===== config.mk =====
export PLATFORM = sky130hd
export DESIGN_NAME = uml_top
export DESIGN_NICKNAME = d
export VERILOG_FILES = /design/src/logic/uml_pkg.sv /design/src/logic/uml_top.sv
export SDC_FILE = /design/constraint.sdc
export NUM_CORES = 1
export LEC_CHECK = 0
export BUFFER_PORTS_ARGS = -buffer_cell sky130_fd_sc_hd__buf_2
export CORE_UTILIZATION = 32
export DETAILED_ROUTE_END_ITERATION = 8
export PLACE_DENSITY = 0.49
export SYNTH_ARGS = -nofsm -noshare
export SYNTH_HDL_FRONTEND = slang
export SYNTH_SLANG_ARGS = --single-unit

===== constraint.sdc =====
create_clock -name aclk -period 3.2 [get_ports aclk]
set_clock_uncertainty 0.05 [all_clocks]
set_input_delay 0.16 -clock aclk [delete_from_list [all_inputs] [get_ports aclk]]
set_output_delay 0.16 -clock aclk [all_outputs]
set_load 0.005 [all_outputs]

===== src/logic/uml_pkg.sv =====
//==========================================================================
//==========================================================================
package uml_pkg;

    //======================================================================
    // Register map, byte addresses on the AXI4-Lite port.
    localparam int          UML_ADDR_W     = 8;
    localparam logic [7:0]  UML_OFS_TX_PTR = 8'h00;
    localparam logic [7:0]  UML_OFS_TX_CNT = 8'h04;
    localparam logic [7:0]  UML_OFS_CTRL   = 8'h08;
    localparam logic [7:0]  UML_OFS_STAT   = 8'h0C;
    localparam logic [7:0]  UML_OFS_INT    = 8'h10;
    localparam logic [7:0]  UML_OFS_MASK   = 8'h14;

    //======================================================================
    // Modem line control fields.
    localparam int          UML_CTRL_W     = 6;
    localparam int          UML_CTRL_DTR   = 0;
    localparam int          UML_CTRL_RTS   = 1;
    localparam int          UML_CTRL_AUX_OUTPUT_ONE  = 2;
    localparam int          UML_CTRL_AUX_OUTPUT_TWO  = 3;
    localparam int          UML_CTRL_LOOP  = 4;
    localparam int          UML_CTRL_FCM   = 5;
    localparam logic [5:0]  UML_CTRL_RST   = 6'h00;

    //======================================================================
    // Modem line status fields; line order is cts, dsr, ring, carrier.
    localparam int          UML_LINES      = 4;
    localparam int          UML_ST_CHG     = 0;
    localparam int          UML_ST_LVL     = 4;
    localparam int          UML_ST_FLOW_CONTROL_READBACK    = 8;
    localparam int          UML_LN_CTS     = 0;
    localparam int          UML_LN_DSR     = 1;
    localparam int          UML_LN_RING    = 2;
    localparam int          UML_LN_DCD     = 3;
    localparam logic [3:0]  UML_PIN_IDLE   = 4'hF;

    //======================================================================
    // Interrupt status and mask fields, reset values of the datapath.
    localparam int          UML_INT_W      = 2;
    localparam int          UML_INT_MODEM  = 0;
    localparam int          UML_INT_TXDONE = 1;
    localparam logic [1:0]  UML_INT_RST    = 2'h0;
    localparam int          UML_CNT_W      = 16;
    localparam logic [15:0] UML_CNT_RST    = 16'h0000;
    localparam logic [31:0] UML_PTR_RST    = 32'h0000_0000;

    //======================================================================
    // Bus responses and transfer states.
    localparam logic [1:0]  UML_RESP_OKAY  = 2'h0;
    localparam logic [1:0]  UML_RESP_SLV   = 2'h2;

    typedef enum {UML_TX_IDLE, UML_TX_REQ} uml_tx_state_t;

endpackage : uml_pkg


===== src/logic/uml_top.sv =====
// The register offsets and register access over AXI4-Lite are this design's own decisions.
`timescale 1ns/1ps
module uml_top
    import uml_pkg::*;
(
    input  wire logic                  aclk,
    input  wire logic                  aresetn,
    input  wire logic [UML_ADDR_W-1:0] s_axi_awaddr,
    input  wire logic                  s_axi_awvalid,
    output logic                       s_axi_awready,
    input  wire logic [31:0]           s_axi_wdata,
    input  wire logic [3:0]            s_axi_wstrb,
    input  wire logic                  s_axi_wvalid,
    output logic                       s_axi_wready,
    output logic [1:0]                 s_axi_bresp,
    output logic                       s_axi_bvalid,
    input  wire logic                  s_axi_bready,
    input  wire logic [UML_ADDR_W-1:0] s_axi_araddr,
    input  wire logic                  s_axi_arvalid,
    output logic                       s_axi_arready,
    output logic [31:0]                s_axi_rdata,
    output logic [1:0]                 s_axi_rresp,
    output logic                       s_axi_rvalid,
    input  wire logic                  s_axi_rready,
    input  wire logic                  clear_send_pin_n,
    input  wire logic                  set_ready_pin_n,
    input  wire logic                  ring_pin_n,
    input  wire logic                  carrier_pin_n,
    output logic                       terminal_ready_pin_n,
    output logic                       request_send_pin_n,
    input  wire logic                  transmitter_ready_flag,
    input  wire logic                  tx_ack,
    output logic                       tx_req,
    output logic [31:0]                tx_buffer_address,
    output logic                       tx_enable,
    output logic                       modem_int,
    output logic                       irq
);

    //======================================================================
    // Register state.
    logic [31:0]          tx_buffer_pointer;
    logic [UML_CNT_W-1:0] tx_transfer_length;
    logic [5:0]           modem_line_control_reg;
    logic [3:0]           chg_flags;
    logic [1:0]           int_status;
    logic [1:0]           int_mask;
    uml_tx_state_t        tx_state;

    //======================================================================
    // Write channel holding registers.
    logic                  aw_have;
    logic                  w_have;
    logic [UML_ADDR_W-1:0] aw_addr_q;
    logic [31:0]           w_data_q;
    logic [3:0]            w_strb_q;
    logic                  wr_fire;
    logic                  next_aw_have;
    logic                  next_w_have;
    logic                  next_bvalid;
    logic                  next_rvalid;
    logic                  ar_fire;
    logic [31:0]           wr_mask;
    logic [31:0]           rd_word;
    logic                  rd_hit;

    function automatic logic [31:0] uml_lane_mask(input logic [3:0] strb);
        logic [31:0] m;
        m = 32'h0000_0000;
        for (int i = 0; i < 4; i++) begin
            m[8*i +: 8] = {8{strb[i]}};
        end
        return m;
    endfunction : uml_lane_mask

    // Address and data are taken in either order; the response waits
    // for both, and only one write is in flight at a time.
    assign wr_fire      = aw_have && w_have && !s_axi_bvalid;
    assign next_aw_have = (aw_have && !wr_fire)
                          || (s_axi_awvalid && s_axi_awready);
    assign next_w_have  = (w_have && !wr_fire)
                          || (s_axi_wvalid && s_axi_wready);
    assign next_bvalid  = wr_fire || (s_axi_bvalid && !s_axi_bready);
    assign wr_mask      = uml_lane_mask(w_strb_q);

    // Write address and data capture.
    always_ff @(posedge aclk) begin
        if (!aresetn) begin
            aw_have       <= 1'b0;
            w_have        <= 1'b0;
            aw_addr_q     <= '0;
            w_data_q      <= 32'h0000_0000;
            w_strb_q      <= 4'h0;
            s_axi_awready <= 1'b0;
            s_axi_wready  <= 1'b0;
        end else begin
            aw_have       <= next_aw_have;
            w_have        <= next_w_have;
            s_axi_awready <= !next_aw_have && !next_bvalid;
            s_axi_wready  <= !next_w_have && !next_bvalid;
            if (s_axi_awvalid && s_axi_awready) begin
                aw_addr_q <= s_axi_awaddr;
            end
            if (s_axi_wvalid && s_axi_wready) begin
                w_data_q <= s_axi_wdata;
                w_strb_q <= s_axi_wstrb;
            end
        end
    end

    // Write response; unmapped addresses answer with a slave error.
    always_ff @(posedge aclk) begin
        if (!aresetn) begin
            s_axi_bvalid <= 1'b0;
            s_axi_bresp  <= UML_RESP_OKAY;
        end else begin
            s_axi_bvalid <= next_bvalid;
            if (wr_fire) begin
                case (aw_addr_q)
                    UML_OFS_TX_PTR, UML_OFS_TX_CNT, UML_OFS_CTRL,
                    UML_OFS_STAT, UML_OFS_INT, UML_OFS_MASK: begin
                        s_axi_bresp <= UML_RESP_OKAY;
                    end
                    default: begin
                        s_axi_bresp <= UML_RESP_SLV;
                    end
                endcase
            end
        end
    end

    //======================================================================
    // Modem input synchronisers and filter.
    logic [3:0] pin_s1;
    logic [3:0] pin_s2;
    logic [3:0] pin_s3;
    logic [3:0] pin_lvl_n;
    logic [3:0] agree;
    logic [3:0] line_on;
    logic [3:0] line_on_q;
    logic [3:0] line_evt;
    logic [3:0] next_chg;
    logic       stat_rd;

    // A level counts only once stages two and three agree, so a pin
    // that bounces across a sample edge cannot raise a flag twice.
    assign agree = pin_s2 ~^ pin_s3;

    always_ff @(posedge aclk) begin
        if (!aresetn) begin
            pin_s1    <= UML_PIN_IDLE;
            pin_s2    <= UML_PIN_IDLE;
            pin_s3    <= UML_PIN_IDLE;
            pin_lvl_n <= UML_PIN_IDLE;
        end else begin
            pin_s1    <= {carrier_pin_n, ring_pin_n,
                          set_ready_pin_n, clear_send_pin_n};
            pin_s2    <= pin_s1;
            pin_s3    <= pin_s2;
            pin_lvl_n <= (agree & pin_s3) | (~agree & pin_lvl_n);
        end
    end

    // Asserted line levels; loop mode feeds the control bits back.
    always_comb begin
        if (modem_line_control_reg[UML_CTRL_LOOP]) begin
            line_on = {modem_line_control_reg[UML_CTRL_AUX_OUTPUT_TWO],
                       modem_line_control_reg[UML_CTRL_AUX_OUTPUT_ONE],
                       modem_line_control_reg[UML_CTRL_DTR],
                       modem_line_control_reg[UML_CTRL_RTS]};
        end else begin
            line_on = ~pin_lvl_n;
        end
    end

    // Ring is flagged only when the asserted level falls, which is the
    // pin going from low back to high at the end of a ring.
    assign line_evt[UML_LN_CTS]  = line_on[UML_LN_CTS]
                                   ^ line_on_q[UML_LN_CTS];
    assign line_evt[UML_LN_DSR]  = line_on[UML_LN_DSR]
                                   ^ line_on_q[UML_LN_DSR];
    assign line_evt[UML_LN_RING] = line_on_q[UML_LN_RING]
                                   & ~line_on[UML_LN_RING];
    assign line_evt[UML_LN_DCD]  = line_on[UML_LN_DCD]
                                   ^ line_on_q[UML_LN_DCD];

    // A change in the same cycle as the clearing read is kept.
    assign next_chg = (chg_flags & ~{UML_LINES{stat_rd}}) | line_evt;

    always_ff @(posedge aclk) begin
        if (!aresetn) begin
            line_on_q <= 4'h0;
            chg_flags <= 4'h0;
            modem_int <= 1'b0;
        end else begin
            line_on_q <= line_on;
            chg_flags <= next_chg;
            modem_int <= |next_chg;
        end
    end

    //======================================================================
    // Modem line control and its pins.
    always_ff @(posedge aclk) begin
        if (!aresetn) begin
            modem_line_control_reg <= UML_CTRL_RST;
        end else if (wr_fire && aw_addr_q == UML_OFS_CTRL
                     && w_strb_q[0]) begin
            modem_line_control_reg <= w_data_q[UML_CTRL_W-1:0];
        end
    end

    // Pins are driven inverted so an external inverting driver gives
    // the usual line polarity.
    always_ff @(posedge aclk) begin
        if (!aresetn) begin
            terminal_ready_pin_n <= 1'b1;
            request_send_pin_n   <= 1'b1;
            tx_enable            <= 1'b1;
        end else begin
            terminal_ready_pin_n <=
                !modem_line_control_reg[UML_CTRL_DTR];
            request_send_pin_n   <=
                !modem_line_control_reg[UML_CTRL_RTS];
            tx_enable <= !modem_line_control_reg[UML_CTRL_FCM]
                         || line_on[UML_LN_CTS];
        end
    end

    //======================================================================
    // Transmit transfer engine.
    logic                 ptr_wr;
    logic                 cnt_wr;
    logic                 cnt_wr_zero;
    logic                 tx_take;
    logic                 cts_ok;
    logic [31:0]          next_ptr_wr;
    logic [UML_CNT_W-1:0] next_cnt_wr;

    assign ptr_wr      = wr_fire && aw_addr_q == UML_OFS_TX_PTR;
    assign cnt_wr      = wr_fire && aw_addr_q == UML_OFS_TX_CNT;
    assign next_ptr_wr = (tx_buffer_pointer & ~wr_mask)
                         | (w_data_q & wr_mask);
    assign next_cnt_wr = (tx_transfer_length & wr_mask[UML_CNT_W-1:0])
                         ^ tx_transfer_length
                         | (w_data_q[UML_CNT_W-1:0]
                            & wr_mask[UML_CNT_W-1:0]);
    assign cnt_wr_zero = cnt_wr && next_cnt_wr == UML_CNT_RST;
    assign cts_ok      = !modem_line_control_reg[UML_CTRL_FCM]
                         || line_on[UML_LN_CTS];
    assign tx_take     = tx_req && tx_ack && !cnt_wr_zero;

    // Flow control is checked before each character is requested; a
    // request already made is allowed to complete.
    always_ff @(posedge aclk) begin
        if (!aresetn) begin
            tx_state          <= UML_TX_IDLE;
            tx_req            <= 1'b0;
            tx_buffer_address <= UML_PTR_RST;
        end else begin
            case (tx_state)
                UML_TX_IDLE: begin
                    if (tx_transfer_length != UML_CNT_RST
                        && transmitter_ready_flag && cts_ok
                        && !cnt_wr) begin
                        tx_state          <= UML_TX_REQ;
                        tx_req            <= 1'b1;
                        tx_buffer_address <= tx_buffer_pointer;
                    end
                end
                UML_TX_REQ: begin
                    if (cnt_wr_zero || tx_ack) begin
                        tx_state <= UML_TX_IDLE;
                        tx_req   <= 1'b0;
                    end
                end
                default: begin
                    tx_state <= UML_TX_IDLE;
                    tx_req   <= 1'b0;
                end
            endcase
        end
    end

    // Software writes take priority over the automatic advance.
    always_ff @(posedge aclk) begin
        if (!aresetn) begin
            tx_buffer_pointer  <= UML_PTR_RST;
            tx_transfer_length <= UML_CNT_RST;
        end else begin
            if (ptr_wr) begin
                tx_buffer_pointer <= next_ptr_wr;
            end else if (tx_take) begin
                tx_buffer_pointer <= tx_buffer_pointer + 32'h0000_0001;
            end
            if (cnt_wr) begin
                tx_transfer_length <= next_cnt_wr;
            end else if (tx_take) begin
                tx_transfer_length <= tx_transfer_length - 16'h0001;
            end
        end
    end

    //======================================================================
    // Interrupt status, write one to clear, and mask.
    logic [1:0] int_evt;
    logic [1:0] int_clr;
    logic [1:0] next_int;

    assign int_evt[UML_INT_MODEM]  = |line_evt;
    assign int_evt[UML_INT_TXDONE] = tx_take && !cnt_wr
                                     && tx_transfer_length == 16'h0001;
    assign int_clr  = (wr_fire && aw_addr_q == UML_OFS_INT && w_strb_q[0])
                      ? w_data_q[UML_INT_W-1:0] : 2'h0;
    assign next_int = (int_status & ~int_clr) | int_evt;

    always_ff @(posedge aclk) begin
        if (!aresetn) begin
            int_status <= UML_INT_RST;
            int_mask   <= UML_INT_RST;
            irq        <= 1'b0;
        end else begin
            int_status <= next_int;
            if (wr_fire && aw_addr_q == UML_OFS_MASK && w_strb_q[0]) begin
                int_mask <= w_data_q[UML_INT_W-1:0];
            end
            irq <= |(next_int & int_mask);
        end
    end

    //======================================================================
    // Read channel; reading the status register clears the flags.
    assign ar_fire     = s_axi_arvalid && s_axi_arready;
    assign next_rvalid = ar_fire || (s_axi_rvalid && !s_axi_rready);
    assign stat_rd     = ar_fire && s_axi_araddr == UML_OFS_STAT;

    always_comb begin
        rd_word = 32'h0000_0000;
        rd_hit  = 1'b1;
        case (s_axi_araddr)
            UML_OFS_TX_PTR: rd_word = tx_buffer_pointer;
            UML_OFS_TX_CNT: rd_word[UML_CNT_W-1:0] = tx_transfer_length;
            UML_OFS_CTRL:   rd_word[UML_CTRL_W-1:0] = modem_line_control_reg;
            UML_OFS_STAT: begin
                rd_word[UML_ST_CHG +: UML_LINES] = chg_flags;
                rd_word[UML_ST_LVL +: UML_LINES] = line_on;
                rd_word[UML_ST_FLOW_CONTROL_READBACK] =
                    modem_line_control_reg[UML_CTRL_FCM];
            end
            UML_OFS_INT:    rd_word[UML_INT_W-1:0] = int_status;
            UML_OFS_MASK:   rd_word[UML_INT_W-1:0] = int_mask;
            default:        rd_hit = 1'b0;
        endcase
    end

    always_ff @(posedge aclk) begin
        if (!aresetn) begin
            s_axi_arready <= 1'b0;
            s_axi_rvalid  <= 1'b0;
            s_axi_rdata   <= 32'h0000_0000;
            s_axi_rresp   <= UML_RESP_OKAY;
        end else begin
            s_axi_arready <= !next_rvalid;
            s_axi_rvalid  <= next_rvalid;
            if (ar_fire) begin
                s_axi_rdata <= rd_word;
                s_axi_rresp <= rd_hit ? UML_RESP_OKAY : UML_RESP_SLV;
            end
        end
    end
endmodule : uml_top


==> Yosys cells after proc, flatten, opt, wreduce, memory -nomap -nowiden <==
Cells that the tools add are included.
{ "op_classes": {"add_sub_neg": 2, "multipliers": 0, "n_div": 0, "magnitude_cmp": 0, "eq_ne": 14, "n_shift": 0, "mux": 20, "bitwise_logic": 26, "reduce_logical": 61} }
{ "op_table": {"columns": ["operator", "n"], "rows": [
  ["2-to-1 mux 32 bit", 4],
  ["bitwise AND 32 bit", 2],
  ["case mux 32 bit (2 select lines)", 1],
  ["2-to-1 mux 16 bit", 3],
  ["adder 32 x 1 -> 32 bit, second input constant", 1],
  ["bitwise AND 16 bit", 2],
  ["equality test 32 x 1 -> 1 bit, second input constant", 1],
  ["equality test 8 x 4 -> 1 bit, second input constant", 4],
  ["equality test 8 x 5 -> 1 bit, second input constant", 4],
  ["zero test 32 bit", 1],
  ["inverter 32 bit", 1],
  ["bitwise OR 32 bit", 1],
  ["logical AND 1 bit", 28],
  ["equality test 16 x 1 -> 1 bit, second input constant", 1],
  ["equality test 8 x 3 -> 1 bit, second input constant", 2],
  ["zero test 16 bit", 1],
  ["zero test 8 bit", 2],
  ["bitwise OR 16 bit", 1],
  ["case mux 4 bit (4 select lines)", 1],
  ["nonzero test 16 bit", 1],
  ["subtractor 16 x 1 -> 16 bit, second input constant", 1],
  ["bitwise XOR 16 bit", 1],
  ["case mux 7 bit (2 select lines)", 1],
  ["zero test 1 bit", 13],
  ["23 further kinds", 45]
]} }
{ "word_totals": {"ff_bits": 239, "latch_bits": 0, "mem_bits_rw": 0, "rom_bits": 0, "input_bits": 65, "out_inout_bits": 79, "elab_cells": 155, "memories": 0} }

==> Longest topological paths before layout <==
{ "logic_depth": {"ltp_word": 12, "ltp_mapped": 8, "depth_no_buf": 7} }

==> Least setup slack after synthesis <==
Ideal clock, no wire load.
{ "synth_path": {"kind": "register -> register", "start": "reg tx_transfer_length[4]", "end": "reg (tool-made name)", "setup_time_ns": 0.132, "arrival_ns": 2.341, "required_time_ns": 3.018, "setup_slack_ns": 0.677, "path_stages_with_launch": 8, "n_path_buf": 1, "synth_period_minus_slack_ns": 2.523, "path_cell_list": "dfxtp_1 or4_4 or4_4 a221oi_4 a21bo_4 buf_6 a2bb2oi_1 a21oi_1"} }
{ "synth_lines": {"columns": ["element", "line", "text"], "rows": [
  ["start, declared", "uml_top.sv:43", "logic [UML_CNT_W-1:0] tx_transfer_length;"],
  ["start signal, assigned", "uml_top.sv:297", "tx_transfer_length <= next_cnt_wr;"],
  ["start signal, assigned", "uml_top.sv:299", "tx_transfer_length <= tx_transfer_length - 16'h0001;"]
]} }

==> impl_metrics.yaml <==
status:
  status: "finished clean"
final_layout:
  drive_gt1_share_pct: 18.2
  antenna_cells: 0
  mostFrequentLayoutCells: "dfxtp_1 (205), nand2_1 (171), buf_2 (141), a21oi_1 (129), nor2_1 (101)"
  syn_to_final_growth_pct: 26.1
  final_common_cell: "dfxtp_1"
  nets: 1334
sta:
  worst_slack_ns: 0.315
  whs_ns: 0.0502
  fin_setup_tns_ns: 0
  rsz0062_at_grt: "no"
  maxSlewHeadroom_pct: 39.4
  fmax_ghz: 0.347
  max_slew.worst_pin.slew_ns: 0.908
  drv_slew: 0
  period_needed_ns: 2.89
  setup_viol: 0
  hold_viol: 0
  timing.final.crit_share_pct: 90.2
yosys:
  ys_warn_count: 0
  netlist_area_mm2: 0.00905
  synth_cells: 1097
  syn_area_per_cell_um2: 8.25
  postSynth.topFlopCell: "dfxtp_1"
  ys_seq_elements: 205
  async_reset_ff_share_pct: 0
  ys_seq_area_share_pct: 45.3
  ys_types: 76
  synth_edf_count: 0
cts:
  clk_pin_slew_ns: 0.06
  cts_tree: "yes"
  clk_path_buf_depth: 3
  cts_resized: 0
  numCtsBuffers: 25
  cts_root_buf: "clkbuf_16"
  ctsHoldBuffers: 52
  cts_setup_buffers: 0
  insertion_delay_ns: 0.51
  h-tree-depth: 1
  cts_num_sinks: 205
worst_setup_path:
  ff2ff_setup_slack_ns: 0.31
  arrival_ns: 3.28
  cp.required_ns: 3.60
  crit_type: "reg -> reg"
  cp-start-kind: "flop"
  rr_startpoint: "tx_transfer_length[4]"
  crit_fanout: 12
  worstRegToRegCells: 7
  end_kind: "flop"
job:
  drv_cap: 0
floorplan:
  die_area_mm2: 0.0290
  core-area_mm2: 0.0278
  ios: 144
  num_rows: 61
  start_util_pct: 32.6
  die_w_um: 170
  die_h_um: 170
placed_design:
  hpwlAfterDp_um: 20700
  port_buffers: 141
  dp_slack_ns: 0.329
  gp_congestion: 0.871
power_and_ir_drop:
  power.leakage_nw: 4.31
  irDropWorstVdd_v: 0.000391
  totalPowerFinal_mw: 6.74
  p_per_area_mw_per_mm2: 590
drt:
  viasPerCell: 5.27
  firstDrtPassIters: 6
  wl_um: 29500
  vias: 8728
  drt_iter0_drc: 697
  ant_nets: 0
  wl_per_cell_um: 17.8
  drcViolationCount: 0
worst_hold_path:
  holdPathStages: 3
  holdPathEnd: "s_axi_rresp[1]"
  min_from: "s_axi_araddr[4]"
  worstHoldPathType: "in -> reg"
grt:
  first_global_vias: 7993
  antenna_found_initial: 0
  grt-ovfl-total: 0
  track_usage_pct: 20.1
  grt_pass1_wl_um: 46000
  grt_max_degree: 65
==> Yosys cell counts, types with 4 or more instances <==
master	count	share of area, %
dfxtp_1	205	45
nand2_1	171	7.1
a21oi_1	130	7.2
nor2_1	101	4.2
clkbuf_1	58	2.4
mux2i_1	57	6.3
nand3_1	51	2.8
o21ai_0	40	2.2
nor3_1	33	1.8
nand4_1	23	1.6
a31oi_1	18	1.2
nand2b_1	16	1.1
inv_1	14	0.58
o211ai_1	12	1.0
and2_1	11	0.76
nor4_1	9	0.62
buf_1	8	0.33
and3_1	7	0.48
buf_2	7	0.39
o31ai_1	6	0.50
o2111ai_1	5	0.48
o22ai_1	5	0.35
o32ai_1	5	0.48
or4_1	5	0.41
xnor2_1	5	0.48
ha_1	4	0.55
mux2_2	4	0.50
nor4b_1	4	0.39
o311ai_0	4	0.39
o41ai_1	4	0.39
or2_2	4	0.28
==> worst max path at each step <==
stage	start	endpoint	slack, ns	cells past startpoint
after floorplan	tx_transfer_length[4]	flop	0.68	7
final	tx_transfer_length[4]	flop	0.31	7
after global routing	tx_transfer_length[4]	flop	0.09	6
after detailed placement	tx_transfer_length[4]	flop	0.33	7
after CTS	tx_transfer_length[4]	flop	0.31	7
after global placement	tx_transfer_length[4]	flop	0.36	7
==> report_power, final <==
group / internal, mW / switching, mW
combinational: 0.515 / 0.721
sequential: 2.67 / 0.164
clock: 1.59 / 1.08
total: 4.77 / 1.97
==> layer usage <==
metal | vias up | track usage [%] | share of wire (%)
li1 | 4265 | - | -
met1 | 4144 | 31.3 | 52
met2 | 298 | 29.0 | 40
met3 | 21 | 2.77 | 7.0
met4 | 0 | 3.72 | 1.0
met5 | - | 0 | 0
==> final cells by class <==
type	count	area, um2
clock buffers	33	696
clock inverters	7	63.8
fillers	2908	16400
inverters	15	58.8
multi-input cells	801	4600
flip-flops and latches	205	4100
well taps	378	473
repair buffers	217	1420
==> through the flow <==
step | instance area, um2 | utilization, % | instances
after global placement | 10100 | 36.5 | 1564
final | 11400 | 41.1 | 1656
after CTS | 11400 | 41.1 | 1656
after floorplan | 9050 | - | 1098
after global routing | 11400 | 41.1 | 1656
after detailed placement | 10100 | 36.5 | 1564
==> cells by family (layout without fill, tap and decap cells) <==
logic type               after synthesis  in the layout  synth area share (%)
AO/OA/AOI/OAI                        273            273                  19.0
buffers and inverters                 92            272                  4.16
flip-flops                           205            205                  45.3
adder cells (fa/ha/maj)                4              4                 0.553
multiplexers                          61             61                  6.80
AND/OR/NAND/NOR                      455            455                  23.5
XOR/XNOR                               6              6                 0.581
other                                  1              2                0.0414
==> critical path, stage by stage, from the launching register on <==
cell and delay (ns):
dfxtp_1 0.36, or4_4 0.58, or4_4 0.52, a221oi_4 0.42, a2bb2oi_2 0.51, buf_4 0.20, a21oi_1 0.03, o21ai_1 0.14
Power figures use the tool's default switching activity.
